--- config.mk ---
export PLATFORM = sky130hd
export DESIGN_NAME = dmag_top
export DESIGN_NICKNAME = d
export VERILOG_FILES = /design/src/dmag_pkg.sv /design/src/dmag_top.sv /design/src/dmag_map.sv /design/src/dmag_ptr.sv
export SDC_FILE = /design/constraint.sdc
export NUM_CORES = 1
export LEC_CHECK = 0
export ABC_AREA = 1
export BUFFER_PORTS_ARGS = -buffer_cell sky130_fd_sc_hd__buf_2
export CAP_MARGIN = 20
export CORE_MARGIN = 4
export CORE_UTILIZATION = 33
export DETAILED_ROUTE_END_ITERATION = 10
export PLACE_DENSITY_LB_ADDON = 0.08
export SETUP_SLACK_MARGIN = 0.2
export SYNTH_ARGS = -nofsm -noshare
export SYNTH_HDL_FRONTEND = slang
export SYNTH_SLANG_ARGS = --single-unit
--- constraint.sdc ---
create_clock -name clk -period 3.4 [get_ports clk]
set_clock_uncertainty 0.15 [all_clocks]
set_input_delay 0.85 -clock clk [delete_from_list [all_inputs] [get_ports clk]]
set_output_delay 0.85 -clock clk [all_outputs]
set_load 0.01 [all_outputs]
--- src/dmag_pkg.sv ---
// Purpose: Constants and types for data-memory address generation
// Assumes: 12-bit banked data space, bank 0 RAM and bank 15 peripherals
// Notes: Address offsets, mode and op codes, and the pointer, stack and nibble reset values live here
package dmag_pkg;
   // ----------------------------------------------------------------
   // Address layout
   // ----------------------------------------------------------------
   localparam int ADDR_W = 12;
   localparam int OPND_W = 8;
   localparam logic [3:0] BANK_RAM = 4'h0;
   localparam logic [3:0] BANK_PERI = 4'hF;
   localparam logic [7:0] RAM_LAST = 8'h3F;
   localparam logic [7:0] RAM_LAST_EVEN = 8'h3E;
   localparam logic [7:0] PERI_FIRST = 8'h80;
   localparam logic [7:0] PERI_LAST_EVEN = 8'hFE;
   localparam logic [7:0] FBIT_LO_FIRST = 8'hB0;
   localparam logic [7:0] FBIT_LO_LAST = 8'hBF;
   localparam logic [7:0] FBIT_HI_FIRST = 8'hF0;
   localparam logic [2:0] STACK_TOP_BITS = 3'h1;
   localparam logic [7:0] PTR_RESET = 8'h00;
   localparam logic [7:0] STACK_RESET = 8'h00;
   localparam logic [3:0] NIB_RESET = 4'h0;

   // ----------------------------------------------------------------
   // Addressing modes (one-hot)
   // ----------------------------------------------------------------
   typedef enum logic [5:0] {
      DMAG_MODE_BIT = 6'h01,
      DMAG_MODE_NIB = 6'h02,
      DMAG_MODE_BYTE = 6'h04,
      DMAG_MODE_IND = 6'h08,
      DMAG_MODE_FBIT = 6'h10,
      DMAG_MODE_STACK = 6'h20
   } dmag_mode_t;

   // ----------------------------------------------------------------
   // Operations presented by the sequencer
   // ----------------------------------------------------------------
   typedef enum logic [3:0] {
      DMAG_OP_BIT_SET = 4'h0,
      DMAG_OP_BIT_CLEAR = 4'h1,
      DMAG_OP_SKIP_TRUE = 4'h2,
      DMAG_OP_SKIP_FALSE = 4'h3,
      DMAG_OP_TEST_CLEAR = 4'h4,
      DMAG_OP_BOOL_AND = 4'h5,
      DMAG_OP_BOOL_OR = 4'h6,
      DMAG_OP_BOOL_XOR = 4'h7,
      DMAG_OP_TRANSFER = 4'h8,
      DMAG_OP_EXCHANGE = 4'h9,
      DMAG_OP_INC_SKIP = 4'hA,
      DMAG_OP_PORT_IN = 4'hB,
      DMAG_OP_PORT_OUT = 4'hC,
      DMAG_OP_PUSH = 4'hD,
      DMAG_OP_POP = 4'hE,
      DMAG_OP_CONTEXT = 4'hF
   } dmag_op_t;

   // Pointer update commands for the indirect pair
   typedef enum logic [2:0] {
      DMAG_PTR_HOLD = 3'h1,
      DMAG_PTR_INC = 3'h2,
      DMAG_PTR_DEC = 3'h4
   } dmag_ptr_t;
endpackage

--- src/dmag_top.sv ---
// Purpose: Data-memory address generation for a 4-bit core
// Assumes: Sequencer holds req for one cycle per access; inputs synchronous
// Notes: One cycle from req to ack; outputs registered
// Operation
// - Bit and nibble direct: 00-3F selects bank 0, 80-FF bank 15.
// - Byte direct: even operand; 00-3E bank 0, 80-FE bank 15.
// - Bit direct serves only bit set, clear, skip-true and skip-false.
// - Peripheral bit direct only where location supports bit manipulation.
// - Nibble direct serves transfer, exchange, increment-skip, port in, port out.
// - Byte direct serves transfer and exchange with accumulator pair only.
// - Peripheral byte direct only at addresses supporting byte manipulation.
// - Indirect nibble uses bank 0, RAM 000-03F; software keeps pointer there.
// - Pointer pair steps by increment-skip and decrement-skip.
// - Peripheral bit mode targets only FB0-FBF and FF0-FFF.
// - Peripheral bit mode adds AND, OR, XOR of carry with bit.
// - Test-and-clear tests bit, skips if set, clears it.
// - Stack uses bank 0, pointer top bits forced 001, 020-03F.
// - Stack serves context save and restore and pair push and pop.
// - Twelve-bit address: bank forms top four bits, operand low eight in the direct modes.
module dmag_top #(
   parameter logic [15:0] BIT_CAP_MAP = 16'hFFFF,
   parameter logic [7:0] BYTE_CAP_MAP = 8'hFF
) (
   input wire logic clk,
   input wire logic sys_rst,
   input wire logic req,
   input wire dmag_pkg::dmag_mode_t mode,
   input wire dmag_pkg::dmag_op_t op,
   input wire logic [7:0] operand,
   input wire logic [1:0] bit_sel,
   input wire logic [7:0] acc_pair,
   input wire logic carry_in,
   input wire logic [3:0] rd_nibble,
   input wire logic pair_load,
   input wire logic [7:0] pair_load_value,
   input wire logic pair_low_only,
   input wire dmag_pkg::dmag_ptr_t pair_cmd,
   input wire logic sp_load,
   input wire logic [7:0] sp_load_value,
   output logic ack,
   output logic err,
   output logic [11:0] mem_addr,
   output logic [11:0] mem_addr_hi,
   output logic mem_wide,
   output logic mem_we,
   output logic [3:0] mem_wdata,
   output logic [3:0] mem_wdata_hi,
   output logic carry_out,
   output logic skip,
   output logic [7:0] indirect_pair,
   output logic [7:0] stack_pointer
);
   // ----------------------------------------------------------------
   // Submodules
   // ----------------------------------------------------------------
   logic [11:0] map_addr;
   logic map_ok;
   logic ptr_skip;

   dmag_map u_map (
      .mode(mode),
      .operand(operand),
      .pair_value(indirect_pair),
      .stack_value(stack_pointer),
      .addr(map_addr),
      .in_range(map_ok)
   );

   dmag_ptr #(.W(8)) u_ptr (
      .clk(clk),
      .sys_rst(sys_rst),
      .load(pair_load),
      .load_value(pair_load_value),
      .low_only(pair_low_only),
      .cmd(pair_cmd),
      .value(indirect_pair),
      .skip(ptr_skip)
   );

   // ----------------------------------------------------------------
   // Legality decode
   // ----------------------------------------------------------------
   // Peripheral capability lookups; parameters stand for the unseen map
   function automatic logic peri_bit_ok(input logic [7:0] a);
      peri_bit_ok = (a >= dmag_pkg::FBIT_HI_FIRST) ? BIT_CAP_MAP[a[3:0]] : 1'b0;
   endfunction
   function automatic logic peri_byte_ok(input logic [7:0] a);
      peri_byte_ok = BYTE_CAP_MAP[a[6:4]];
   endfunction

   logic op_ok;
   logic cap_ok;
   logic is_bitop;

   assign is_bitop = op == dmag_pkg::DMAG_OP_BIT_SET || op == dmag_pkg::DMAG_OP_BIT_CLEAR
      || op == dmag_pkg::DMAG_OP_SKIP_TRUE || op == dmag_pkg::DMAG_OP_SKIP_FALSE;

   // Which operations each mode may carry
   always_comb begin
      op_ok = 1'b0;
      cap_ok = 1'b1;
      case (mode)
         dmag_pkg::DMAG_MODE_BIT: begin
            op_ok = is_bitop;
            cap_ok = operand <= dmag_pkg::RAM_LAST || peri_bit_ok(operand);
         end
         dmag_pkg::DMAG_MODE_NIB: begin
            op_ok = op == dmag_pkg::DMAG_OP_TRANSFER || op == dmag_pkg::DMAG_OP_EXCHANGE
               || op == dmag_pkg::DMAG_OP_INC_SKIP || op == dmag_pkg::DMAG_OP_PORT_IN
               || op == dmag_pkg::DMAG_OP_PORT_OUT;
         end
         dmag_pkg::DMAG_MODE_BYTE: begin
            op_ok = op == dmag_pkg::DMAG_OP_TRANSFER || op == dmag_pkg::DMAG_OP_EXCHANGE;
            cap_ok = operand <= dmag_pkg::RAM_LAST_EVEN || peri_byte_ok(operand);
         end
         dmag_pkg::DMAG_MODE_IND: begin
            op_ok = 1'b1;
         end
         dmag_pkg::DMAG_MODE_FBIT: begin
            op_ok = is_bitop || op == dmag_pkg::DMAG_OP_TEST_CLEAR
               || op == dmag_pkg::DMAG_OP_BOOL_AND || op == dmag_pkg::DMAG_OP_BOOL_OR
               || op == dmag_pkg::DMAG_OP_BOOL_XOR;
         end
         dmag_pkg::DMAG_MODE_STACK: begin
            op_ok = op == dmag_pkg::DMAG_OP_PUSH || op == dmag_pkg::DMAG_OP_POP
               || op == dmag_pkg::DMAG_OP_CONTEXT;
         end
         default: begin
            op_ok = 1'b0;
            cap_ok = 1'b0;
         end
      endcase
   end

   // ----------------------------------------------------------------
   // Access state
   // ----------------------------------------------------------------
   logic ack_q, ack_d;
   logic err_q, err_d;
   logic [11:0] addr_q, addr_d;
   logic [11:0] addr_hi_q, addr_hi_d;
   logic wide_q, wide_d;
   logic we_q, we_d;
   logic [3:0] wd_q, wd_d;
   logic [3:0] wd_hi_q, wd_hi_d;
   logic cy_q, cy_d;
   logic skip_q, skip_d;
   logic [7:0] sp_q, sp_d;
   logic legal;
   logic bit_val;
   logic [3:0] bit_mask;

   assign legal = map_ok & op_ok & cap_ok;
   assign bit_val = rd_nibble[bit_sel];
   assign bit_mask = 4'h1 << bit_sel;

   // Refused accesses still answer, with err and no write
   always_comb begin
      ack_d = req;
      err_d = req & ~legal;
      addr_d = addr_q;
      addr_hi_d = addr_hi_q;
      wide_d = 1'b0;
      we_d = 1'b0;
      wd_d = wd_q;
      wd_hi_d = wd_hi_q;
      cy_d = cy_q;
      skip_d = 1'b0;
      sp_d = sp_load ? sp_load_value : sp_q;
      if (req && legal) begin
         addr_d = map_addr;
         addr_hi_d = map_addr | 12'h001;
         wide_d = mode == dmag_pkg::DMAG_MODE_BYTE;
         case (op)
            dmag_pkg::DMAG_OP_BIT_SET: begin
               we_d = 1'b1;
               wd_d = rd_nibble | bit_mask;
            end
            dmag_pkg::DMAG_OP_BIT_CLEAR: begin
               we_d = 1'b1;
               wd_d = rd_nibble & ~bit_mask;
            end
            dmag_pkg::DMAG_OP_SKIP_TRUE: skip_d = bit_val;
            dmag_pkg::DMAG_OP_SKIP_FALSE: skip_d = ~bit_val;
            dmag_pkg::DMAG_OP_TEST_CLEAR: begin
               skip_d = bit_val;
               we_d = 1'b1;
               wd_d = rd_nibble & ~bit_mask;
            end
            dmag_pkg::DMAG_OP_BOOL_AND: cy_d = carry_in & bit_val;
            dmag_pkg::DMAG_OP_BOOL_OR: cy_d = carry_in | bit_val;
            dmag_pkg::DMAG_OP_BOOL_XOR: cy_d = carry_in ^ bit_val;
            dmag_pkg::DMAG_OP_TRANSFER, dmag_pkg::DMAG_OP_EXCHANGE,
            dmag_pkg::DMAG_OP_PORT_OUT, dmag_pkg::DMAG_OP_PUSH: begin
               we_d = 1'b1;
               wd_d = acc_pair[3:0];
               wd_hi_d = acc_pair[7:4];
            end
            dmag_pkg::DMAG_OP_INC_SKIP: begin
               we_d = 1'b1;
               wd_d = rd_nibble + 4'h1;
               skip_d = rd_nibble == 4'hF;
            end
            default: we_d = 1'b0;
         endcase
      end
   end

   // Registers only
   always_ff @(posedge clk) begin
      if (sys_rst) begin
         ack_q <= 1'b0;
         err_q <= 1'b0;
         addr_q <= '0;
         addr_hi_q <= '0;
         wide_q <= 1'b0;
         we_q <= 1'b0;
         wd_q <= dmag_pkg::NIB_RESET;
         wd_hi_q <= dmag_pkg::NIB_RESET;
         cy_q <= 1'b0;
         skip_q <= 1'b0;
         sp_q <= dmag_pkg::STACK_RESET;
      end else begin
         ack_q <= ack_d;
         err_q <= err_d;
         addr_q <= addr_d;
         addr_hi_q <= addr_hi_d;
         wide_q <= wide_d;
         we_q <= we_d;
         wd_q <= wd_d;
         wd_hi_q <= wd_hi_d;
         cy_q <= cy_d;
         skip_q <= skip_d;
         sp_q <= sp_d;
      end
   end

   assign ack = ack_q;
   assign err = err_q;
   assign mem_addr = addr_q;
   assign mem_addr_hi = addr_hi_q;
   assign mem_wide = wide_q;
   assign mem_we = we_q;
   assign mem_wdata = wd_q;
   assign mem_wdata_hi = wd_hi_q;
   assign carry_out = cy_q;
   assign skip = skip_q | ptr_skip; // Pair step skip must not lag a cycle
   assign stack_pointer = sp_q;

   // ----------------------------------------------------------------
   // Checks
   // ----------------------------------------------------------------
   property p_bank_low;
      @(posedge clk) disable iff (sys_rst)
      (req && legal && mode == dmag_pkg::DMAG_MODE_NIB && operand <= 8'h3F)
         |=> mem_addr[11:8] == 4'h0;
   endproperty
   a_bank_low: assert property (p_bank_low) else $error("nibble low operand not bank 0");
   property p_bank_high;
      @(posedge clk) disable iff (sys_rst)
      (req && legal && mode == dmag_pkg::DMAG_MODE_BIT && operand >= 8'h80)
         |=> mem_addr == {4'hF, $past(operand)};
   endproperty
   a_bank_high: assert property (p_bank_high) else $error("bit high operand not bank 15");
   property p_byte_odd;
      @(posedge clk) disable iff (sys_rst)
      (req && mode == dmag_pkg::DMAG_MODE_BYTE && operand[0]) |=> err && !mem_we;
   endproperty
   a_byte_odd: assert property (p_byte_odd) else $error("odd byte operand accepted");
   property p_bit_ops;
      @(posedge clk) disable iff (sys_rst)
      (req && mode == dmag_pkg::DMAG_MODE_BIT && op == dmag_pkg::DMAG_OP_BOOL_AND) |=> err;
   endproperty
   a_bit_ops: assert property (p_bit_ops) else $error("bit direct took boolean op");
   property p_byte_ops;
      @(posedge clk) disable iff (sys_rst)
      (req && mode == dmag_pkg::DMAG_MODE_BYTE && op == dmag_pkg::DMAG_OP_INC_SKIP) |=> err;
   endproperty
   a_byte_ops: assert property (p_byte_ops) else $error("byte direct took increment");
   property p_ind_bank;
      @(posedge clk) disable iff (sys_rst)
      (req && legal && mode == dmag_pkg::DMAG_MODE_IND) |=> mem_addr[11:6] == 6'h00;
   endproperty
   a_ind_bank: assert property (p_ind_bank) else $error("indirect left RAM");
   property p_fbit_range;
      @(posedge clk) disable iff (sys_rst)
      (req && mode == dmag_pkg::DMAG_MODE_FBIT && operand < 8'hB0) |=> err;
   endproperty
   a_fbit_range: assert property (p_fbit_range) else $error("peripheral bit outside range");
   property p_test_clear;
      @(posedge clk) disable iff (sys_rst)
      (req && legal && op == dmag_pkg::DMAG_OP_TEST_CLEAR)
         |=> skip == $past(bit_val) && mem_we && !mem_wdata[$past(bit_sel)];
   endproperty
   a_test_clear: assert property (p_test_clear) else $error("test and clear wrong");
   property p_stack;
      @(posedge clk) disable iff (sys_rst)
      (req && mode == dmag_pkg::DMAG_MODE_STACK) |=> mem_addr[11:5] == 7'h01 || err;
   endproperty
   a_stack: assert property (p_stack) else $error("stack outside 020-03F");
   property p_byte_pair;
      @(posedge clk) disable iff (sys_rst)
      (req && legal && mode == dmag_pkg::DMAG_MODE_BYTE && op == dmag_pkg::DMAG_OP_TRANSFER)
         |=> mem_wdata == $past(acc_pair[3:0]) && mem_wdata_hi == $past(acc_pair[7:4])
         && mem_addr_hi == mem_addr + 12'h001;
   endproperty
   a_byte_pair: assert property (p_byte_pair) else $error("byte pair order wrong");

   c_test_clear: cover property (@(posedge clk) req && legal
      && op == dmag_pkg::DMAG_OP_TEST_CLEAR);
   c_byte_peri: cover property (@(posedge clk) req && legal
      && mode == dmag_pkg::DMAG_MODE_BYTE && operand >= 8'h80);
   c_stack: cover property (@(posedge clk) req && mode == dmag_pkg::DMAG_MODE_STACK);
   c_refused: cover property (@(posedge clk) req && !legal);
endmodule

--- src/dmag_map.sv ---
// Purpose: Pure bank and range decode for one operand and mode
// Assumes: Operand and pointer values are stable during the request
// Notes: Combinational; the caller registers the result
module dmag_map (
   input wire dmag_pkg::dmag_mode_t mode,
   input wire logic [7:0] operand,
   input wire logic [7:0] pair_value,
   input wire logic [7:0] stack_value,
   output logic [11:0] addr,
   output logic in_range
);
   // ----------------------------------------------------------------
   // Decode
   // ----------------------------------------------------------------
   logic ram_hit;
   logic peri_hit;
   logic even_ok;
   logic fbit_hit;
   logic [7:0] stack_low;

   // Range helpers shared by the direct modes
   assign ram_hit = operand <= dmag_pkg::RAM_LAST;
   assign peri_hit = operand >= dmag_pkg::PERI_FIRST;
   assign even_ok = ~operand[0];
   assign fbit_hit = (operand >= dmag_pkg::FBIT_LO_FIRST && operand <= dmag_pkg::FBIT_LO_LAST)
      || operand >= dmag_pkg::FBIT_HI_FIRST;
   // Top bits forced so stack never leaves its window
   assign stack_low = {dmag_pkg::STACK_TOP_BITS, stack_value[4:0]};

   // Bank select follows mode and operand range
   always_comb begin
      addr = '0;
      in_range = 1'b0;
      case (mode)
         dmag_pkg::DMAG_MODE_BIT, dmag_pkg::DMAG_MODE_NIB: begin
            addr = {ram_hit ? dmag_pkg::BANK_RAM : dmag_pkg::BANK_PERI, operand};
            in_range = ram_hit | peri_hit;
         end
         dmag_pkg::DMAG_MODE_BYTE: begin
            addr = {ram_hit ? dmag_pkg::BANK_RAM : dmag_pkg::BANK_PERI, operand};
            in_range = even_ok & ((operand <= dmag_pkg::RAM_LAST_EVEN)
               | (peri_hit & operand <= dmag_pkg::PERI_LAST_EVEN));
         end
         dmag_pkg::DMAG_MODE_IND: begin
            addr = {dmag_pkg::BANK_RAM, 2'b00, pair_value[5:0]};
            in_range = pair_value <= dmag_pkg::RAM_LAST;
         end
         dmag_pkg::DMAG_MODE_FBIT: begin
            addr = {dmag_pkg::BANK_PERI, operand};
            in_range = fbit_hit;
         end
         dmag_pkg::DMAG_MODE_STACK: begin
            addr = {dmag_pkg::BANK_RAM, stack_low};
            in_range = 1'b1;
         end
         default: begin
            addr = '0;
            in_range = 1'b0;
         end
      endcase
   end
endmodule

--- src/dmag_ptr.sv ---
// Purpose: Indirect pointer pair with increment and decrement skip
// Assumes: Loads and steps never coincide in one cycle
// Notes: Skip flags on wrap to zero or to all ones
module dmag_ptr #(
   parameter int W = 8
) (
   input wire logic clk,
   input wire logic sys_rst,
   input wire logic load,
   input wire logic [W-1:0] load_value,
   input wire logic low_only,
   input wire dmag_pkg::dmag_ptr_t cmd,
   output logic [W-1:0] value,
   output logic skip
);
   // ----------------------------------------------------------------
   // Pointer state
   // ----------------------------------------------------------------
   logic [W-1:0] ptr_q, ptr_d;
   logic skip_q, skip_d;
   logic [3:0] low_next;

   // Next value; the low-only form wraps within the low nibble
   always_comb begin
      ptr_d = ptr_q;
      skip_d = 1'b0;
      low_next = ptr_q[3:0];
      if (load) begin
         ptr_d = load_value;
      end else if (cmd == dmag_pkg::DMAG_PTR_INC) begin
         low_next = ptr_q[3:0] + 4'h1;
         ptr_d = low_only ? {ptr_q[W-1:4], low_next} : ptr_q + W'(1);
         skip_d = low_only ? (low_next == 4'h0) : (ptr_d == '0);
      end else if (cmd == dmag_pkg::DMAG_PTR_DEC) begin
         low_next = ptr_q[3:0] - 4'h1;
         ptr_d = low_only ? {ptr_q[W-1:4], low_next} : ptr_q - W'(1);
         skip_d = low_only ? (low_next == 4'hF) : (ptr_d == '1);
      end
   end

   // Registers only
   always_ff @(posedge clk) begin
      if (sys_rst) begin
         ptr_q <= dmag_pkg::PTR_RESET;
         skip_q <= 1'b0;
      end else begin
         ptr_q <= ptr_d;
         skip_q <= skip_d;
      end
   end

   assign value = ptr_q;
   assign skip = skip_q;

   // ----------------------------------------------------------------
   // Checks
   // ----------------------------------------------------------------
   property p_ptr_inc;
      @(posedge clk) disable iff (sys_rst)
      (!load && cmd == dmag_pkg::DMAG_PTR_INC && !low_only) |=> value == $past(value) + W'(1);
   endproperty
   a_ptr_inc: assert property (p_ptr_inc) else $error("pointer did not increment");
   property p_ptr_dec;
      @(posedge clk) disable iff (sys_rst)
      (!load && cmd == dmag_pkg::DMAG_PTR_DEC && !low_only) |=> value == $past(value) - W'(1);
   endproperty
   a_ptr_dec: assert property (p_ptr_dec) else $error("pointer did not decrement");
endmodule

==> parameters.txt, run 1 <==
Parameter                              Value

Place
  HPWL after detailed placement    6.66 mm
  Worst slack at placement    0.775 ns
  Quantity of I/O buffers inserted on ports    about 110
  Last weighted congestion value of the routability-driven placer    between 0.8 and 0.9

STA
  Worst Hold Margin    roughly 0.32 ns
  Final count of hold timing violations    0
  Maximum operating frequency    between 0.4 and 0.5 GHz
  Endpoints failing setup    0
  Worst slew margin relative to its limit    a little under three quarters
  Post-Route Setup TNS    0 ns
  Final Cycle Share    67.3%
  Least setup slack across all paths after layout    1.11 ns
  Unrepaired setup endpoints after global routing    false
  Slew at the pin closest to its max-slew limit    0.428 ns
  Fin crit period    between 2 and 2.5 ns
  Slew Viols, Final    0

Cells and area
  Syn-to-layout area delta    23.7%
  Area used by sequential logic in the layout    821 um^2
  Combined area of the multi-input logic cells    about 1600 um^2
  Final cell utilization of the core    between 40% and 50%
  Antenna Diode Count    0
  Ratio of cells with drive above 1 in the final layout    26.6%
  Fillers    approximately 950
  Net count of the finished layout    ~610

Synthesis
  Dominant cells by area after synthesis    sky130_fd_sc_hd__dfxtp_1 (29%), sky130_fd_sc_hd__nor2_1 (13%), sky130_fd_sc_hd__nand2_1 (10%), sky130_fd_sc_hd__inv_1 (7.5%), sky130_fd_sc_hd__o21ai_0 (6.8%)
  Mapped Avg Cell Area    about 6.3 um^2
  Main flop type after synthesis    sky130_fd_sc_hd__dfxtp_1
  Fraction of registers with async set or reset after synthesis    0%
  Distinct cells, synth    32
  Fraction of the mapped netlist area in adder cells    about 2.7%
  Largest family of logic cells by synthesized area    simple AND/OR/NAND/NOR gates
  Fraction of synthesized cell area in xor and xnor cells    about 2.8%
  Warning count from the yosys run    0
  Number of flops mapped to enable cells by yosys    0
  Total standard cell area after synthesis    around 2800 um^2
  Fraction of post-synthesis cell area in the top cell type by area    just under 30%
  Mux contribution to synthesized area    0%
  Number of register bits inferred by synthesis    just over 40
  Post-Syn Instances    around 450
  Sequential share of the synthesized area    between 20% and 30%
  Post-synth top area cell    sky130_fd_sc_hd__dfxtp_1
  Syn Nets    512
  Compound-cell area share of the yosys netlist    14.0%
  Post-Synth Simple-Gate Area    between 30% and 40%

Flow run
  Number of max-capacitance violations reported    0

Routing
  Vias    3044
  Sum of routed wire length over all layers    approximately 8 mm
  Routed length per instance    about 12 um
  Remaining antenna violation count    0
  DRC Markers    0
  Via count normalized by instance count    between 4 and 5
  DR iter-0 viols    roughly 160
  Number of detailed-route iterations in the first pass    5

Global routing
  First-pass GRT wire length    approximately 13 mm
  Congestion Overflow GR    0
  GRT Total Usage    about 16%
  Initial antenna violation count    0
  Via count of the first global-routing pass    around 2900
  Largest net degree at the start of global routing    27

Clock network
  Post-CTS Hold Fix Bufs    0
  Resized cells post-CTS    0
  Latest clock arrival within the worst-skew pair    around 0.29 ns
  CTS Buf Count    5
  Clock Path Buffers    2
  Clock sink count    41
  Setup bufs post-CTS    0
  CTS tree    built
  H-tree levels    2
  Root Buffer    sky130_fd_sc_hd__clkbuf_8
  Clock transition time at the flip-flop clock pins of the worst setup and hold paths    0.08 ns

Worst setup path
  Crit Path Max Fanout    26
  Path type of the worst setup path    in -> reg
  Critical path required time    3.43 ns
  Kind of launch point of the worst setup path    input pin
  CP Data Arrival Time    2.31 ns
  Critical path capture point type    flop

Power and ir drop
  Total power    approximately 1.2 mW
  Power per cell area    ~340 nW/um^2
  Worst ir drop on vdd    0.000219 V
  Leakage power    1.88 nW

Die
  Die boundary width    between 100 and 150 um
  Area of the die    around 10000 um^2
  Ports placed on the boundary    roughly 110
  Area of the placeable core    a little over 8000 um^2
  Num rows    33
  Die H    between 100 and 150 um
  Initial core utilization    34.1%

Min path
  Class of the worst hold path    reg -> reg

Outcome
  Outcome    finished clean
-- cell usage in the layout (no fill, tap or decap), types with 6 or more instances in the layout --
cell type	Yosys	routed
sky130_fd_sc_hd__buf_2	0	111
sky130_fd_sc_hd__nor2_1	97	97
sky130_fd_sc_hd__nand2_1	77	77
sky130_fd_sc_hd__inv_1	56	56
sky130_fd_sc_hd__dfxtp_1	41	41
sky130_fd_sc_hd__o21ai_0	38	38
sky130_fd_sc_hd__nand3_1	28	28
sky130_fd_sc_hd__a21oi_1	19	19
sky130_fd_sc_hd__nor3_1	10	10
sky130_fd_sc_hd__xor2_1	8	8
sky130_fd_sc_hd__nand3_2	7	7
sky130_fd_sc_hd__nor2_2	6	6
sky130_fd_sc_hd__o21ai_1	6	6
sky130_fd_sc_hd__ha_1	6	6
sky130_fd_sc_hd__clkbuf_8	0	6
-- layer usage --
metal | part of all wire (%) | track usage, %
met5 | 0 | 0
met4 | 0.80 | 3.11
met3 | 7.8 | 4.03
met2 | 44 | 25.9
met1 | 47 | 21.9
-- synth_stat cells (3+ instances only) --
cell type / number
sky130_fd_sc_hd__a21oi_1: 19
sky130_fd_sc_hd__buf_4: 15
sky130_fd_sc_hd__dfxtp_1: 41
sky130_fd_sc_hd__ha_1: 6
sky130_fd_sc_hd__inv_1: 56
sky130_fd_sc_hd__inv_2: 4
sky130_fd_sc_hd__nand2_1: 77
sky130_fd_sc_hd__nand3_1: 28
sky130_fd_sc_hd__nand3_2: 7
sky130_fd_sc_hd__nand4_1: 4
sky130_fd_sc_hd__nor2_1: 97
sky130_fd_sc_hd__nor2_2: 6
sky130_fd_sc_hd__nor2_4: 3
sky130_fd_sc_hd__nor3_1: 10
sky130_fd_sc_hd__o21ai_0: 38
sky130_fd_sc_hd__o21ai_1: 6
sky130_fd_sc_hd__o22ai_1: 4
sky130_fd_sc_hd__xor2_1: 8
-- layout make-up --
cell class                      count  share of cell area (%)
Clock buffer                        6                    2.37
Clock inverter                      2                    1.08
Inverter                           61                    6.57
Multi-Input combinational cell    326                    46.5
Sequential cell                    41                    23.6
Tap cell                          105                    3.77
Timing Repair Buffer              112                    16.2
-- worst max-delay path: stages --
cell and delay, ns:
sky130_fd_sc_hd__buf_2 0.12, sky130_fd_sc_hd__nor2_4 0.16, sky130_fd_sc_hd__nand3_2 0.21, sky130_fd_sc_hd__nor2_1 0.14, sky130_fd_sc_hd__nor2_1 0.07, sky130_fd_sc_hd__nand3_2 0.09, sky130_fd_sc_hd__nand3_4 0.11, sky130_fd_sc_hd__nor2_8 0.31
sky130_fd_sc_hd__nand2_1 0.11, sky130_fd_sc_hd__o21ai_1 0.09, sky130_fd_sc_hd__nor2_1 0.05
-- through the flow --
stage | instances | instance area, um^2
global route | 653 | 3480
finish | 653 | 3480
CTS | 653 | 3480
global placement | 645 | 3360
detailed placement | 645 | 3360
floorplan | 448 | 2820
-- report_power, final --
| part | switching [mW] | total, mW | leakage (nW) | internal [mW] |
|---|---|---|---|---|
| logic | 0.156 | 0.250 | 1.48 | 0.0946 |
| registers | 0.0190 | 0.516 | 0.335 | 0.497 |
| clock network | 0.174 | 0.412 | 0.0574 | 0.239 |
| total | 0.348 | 1.18 | 1.88 | 0.830 |
-- worst paths after layout --
check	start	to	slack, ns	cells past startpoint
min reg2reg	mem_addr_hi[0]$_SDFFE_PP0P_	mem_addr_hi[0]$_SDFFE_PP0P_	0.32	2
max reg2reg	u_ptr.value[0]$_SDFFE_PP0P_	u_ptr.skip$_SDFF_PP0_	1.56	10
min	mem_addr_hi[0]$_SDFFE_PP0P_	mem_addr_hi[0]$_SDFFE_PP0P_	0.32	2
max	mode[5]	mem_addr[4]$_SDFFE_PP0P_	1.11	11
-- state kept, by name, summed over array words and instances, names as in the netlist --
register / flops
ack: 1
carry_out: 1
err: 1
mem_addr: 9
mem_addr_hi: 1
mem_wdata: 4
mem_wdata_hi: 4
mem_we: 1
mem_wide: 1
skip_q: 1
stack_pointer: 8
u_ptr.skip: 1
u_ptr.value: 8
-- cell families after synthesis --
group	Yosys count
XOR/XNOR	9
buffers and inverters	81
AO/OA/AOI/OAI	74
adder cells (fa/ha/maj)	6
flip-flops	41
AND/OR/NAND/NOR	237
Power figures use the tool's default switching activity.
==> run 2: changes to the inputs <==
clock period = 2.2 ns   (was 3.4 ns; I/O delays follow)
==> run 2 against run 1 <==
Compared with the run above: critical path depth up 1; first-iteration DRC count decreased by 17%; utilization grew 2.8 points; non-clock buffer count grew 19; register-to-register slack got worse by 1.2 ns; total power rose by 59%; worst setup slack worse by 0.78 ns; combinational power up 71%; final area rose by 6.7%; via count rose by 5.0%; critical path type unchanged; largest power group unchanged.
==> parameters.txt, run 2 (synthesis gave the netlist of run 1 again) <==
Parameter                              Value

Clock network
  CTS tree    built
  Clock transition time at the flip-flop clock pins of the worst setup and hold paths    approximately 0.09 ns
  CTS Buf Count    5
  Clock sink count    41
  H-tree levels    2
  Root Buffer    sky130_fd_sc_hd__clkbuf_8
  Latest clock arrival within the worst-skew pair    ~0.29 ns
  Clock Path Buffers    2

STA
  Final Cycle Share    a little under nine tenths
  Fin crit period    approximately 1.9 ns
  Worst slew margin relative to its limit    around 74%
  Final count of hold timing violations    0
  Endpoints failing setup    0
  Worst Hold Margin    0.324 ns
  Unrepaired setup endpoints after global routing    false
  Slew at the pin closest to its max-slew limit    0.386 ns
  Slew Viols, Final    0
  Maximum operating frequency    between 0.5 and 0.6 GHz

Routing
  Vias    around 3200
  Remaining antenna violation count    0
  DR iter-0 viols    129
  Via count normalized by instance count    roughly 4.7
  DRC Markers    0
  Routed length per instance    12.7 um
  Sum of routed wire length over all layers    around 8.6 mm
  Number of detailed-route iterations in the first pass    4

Min path
  Class of the worst hold path    in -> reg
  Number of cells on the worst hold path    3

Global routing
  Largest net degree at the start of global routing    27
  GRT Total Usage    ~17%
  First-pass GRT wire length    approximately 13 mm
  Initial antenna violation count    0
  Via count of the first global-routing pass    about 2900
  Congestion Overflow GR    0

Place
  HPWL after detailed placement    ~6.8 mm
  Last weighted congestion value of the routability-driven placer    0.842
  Quantity of I/O buffers inserted on ports    approximately 110

Power and ir drop
  Leakage power    slightly below 2 nW
  Switching power summed over all nets    0.570 mW
  Share of total power in combinational logic    22.7%
  Total power    between 1.5 and 2 mW
  Flop pwr share    42.5%
  Power per cell area    between 500 and 600 nW/um^2
  Internal power    1.31 mW
  Net switching share of the total power    a little under a third
  Worst ir drop on vdd    approximately 0.00034 V
  Clock network power share    34.8%

Cells and area
  Ratio of cells with drive above 1 in the final layout    31.8%
  Syn-to-layout area delta    32.0%
  Max reg flops    9
  Fillers    907
  Combined area of the multi-input logic cells    between 1500 and 2000 um^2
  Net count of the finished layout    632
  Antenna Diode Count    0
  Most frequent standard cell in the layout excluding fill and tap cells    sky130_fd_sc_hd__buf_2
  Highest-count cells in the layout ignoring fill and taps    sky130_fd_sc_hd__buf_2 (111), sky130_fd_sc_hd__nor2_1 (94), sky130_fd_sc_hd__nand2_1 (77)
  Area used by sequential logic in the layout    ~820 um^2

Worst setup path
  Critical path required time    between 2 and 2.5 ns
  CP Data Arrival Time    about 1.9 ns
  Critical path buffer and inverter count    2
  Worst path depth    12
  Stage delay of the slowest cell on the critical path    between 0.15 and 0.2 ns
  Most numerous cell on the critical path    sky130_fd_sc_hd__nor2_1
  Top delay family on crit path    simple AND/OR/NAND/NOR gates
  Critical-path cell with the highest stage delay    sky130_fd_sc_hd__nor2_4
  Crit Path Max Fanout    10
  Critical path capture point type    flop
  Worst-case reg-to-reg path depth    11
  Kind of launch point of the worst setup path    input pin
  Ordered cell list for the critical path    buf_2, nor2_4, nand3_2, nor2_1, nor2_1, nand3_2, nand3_4, nor2_4, buf_12, nand2_1, o21ai_1, nor2_1
  Path type of the worst setup path    in -> reg

Die
  Num rows    33
  Initial core utilization    about 34%
  Area of the die    about 10000 um^2
  Die H    100 um
  Ports placed on the boundary    112
  Area of the placeable core    8260 um^2
  Die boundary width    roughly 100 um

Flow run
  Number of max-capacitance violations reported    0

Outcome
  Outcome    finished clean
-- run 2: final cells by class --
cell class,instances,share of cell area [%]
inverter,61,6.16
tap,105,3.53
clock buffer,6,2.22
sequential,41,22.1
multi-input combinational,328,45.6
clock inverter,2,1.01
timing repair buffer,131,19.3
-- run 2: routing by layer --
layer	vias to the layer above	wire length, um	global-route usage [%]
met5	-	0	0
met4	0	56	3.42
met3	5	791	4.10
met2	113	3820	26.3
met1	1416	3900	22.7
li1	1663	-	-
-- run 2: through the flow --
stage	util, %	cells	setup WS (ns)	setup TNS (ns)	area (um^2)
after CTS	43.6	668	0.247	0	3600
after floorplan	-	448	0.329	0	2820
after global placement	42.1	660	-0.0208	-0.0764	3480
after global routing	45.0	674	0.195	0	3720
final	45.0	674	0.329	0	3720
after detailed placement	42.1	660	-0.0713	-0.594	3480
-- run 2: worst paths after layout --
check | startpoint | endpoint | slack, ns
worst min register to register | mem_addr_hi[0]$_SDFFE_PP0P_ | mem_addr_hi[0]$_SDFFE_PP0P_ | 0.33
worst min-delay path | sp_load_value[1] | stack_pointer[1]$_SDFFE_PP0P_ | 0.32
worst max register to register | u_ptr.value[3]$_SDFFE_PP0P_ | u_ptr.skip$_SDFF_PP0_ | 0.40
worst max-delay path | mode[5] | mem_addr[4]$_SDFFE_PP0P_ | 0.33
-- run 2: what timing repair did --
item / CTS / global route
resized for setup: 0 / 16
setup buffers: 0 / 4
endpoints found under the setup margin: 0 / 21
hold buffers: 0 / 0
-- run 2: power groups by stage --
stage	logic, mW	registers, mW	clock network [mW]
after floorplan	0.226	0.820	0
after global placement	0.411	0.814	0
after detailed placement	0.409	0.813	0
after CTS	0.412	0.796	0.680
after global routing	0.485	0.803	0.700
final	0.427	0.798	0.653
-- run 2: worst min-delay path, cell delays in order --
cell                     delay (ns)
sky130_fd_sc_hd__buf_2         0.08
sky130_fd_sc_hd__nor2_1        0.03
sky130_fd_sc_hd__nor2_1        0.08
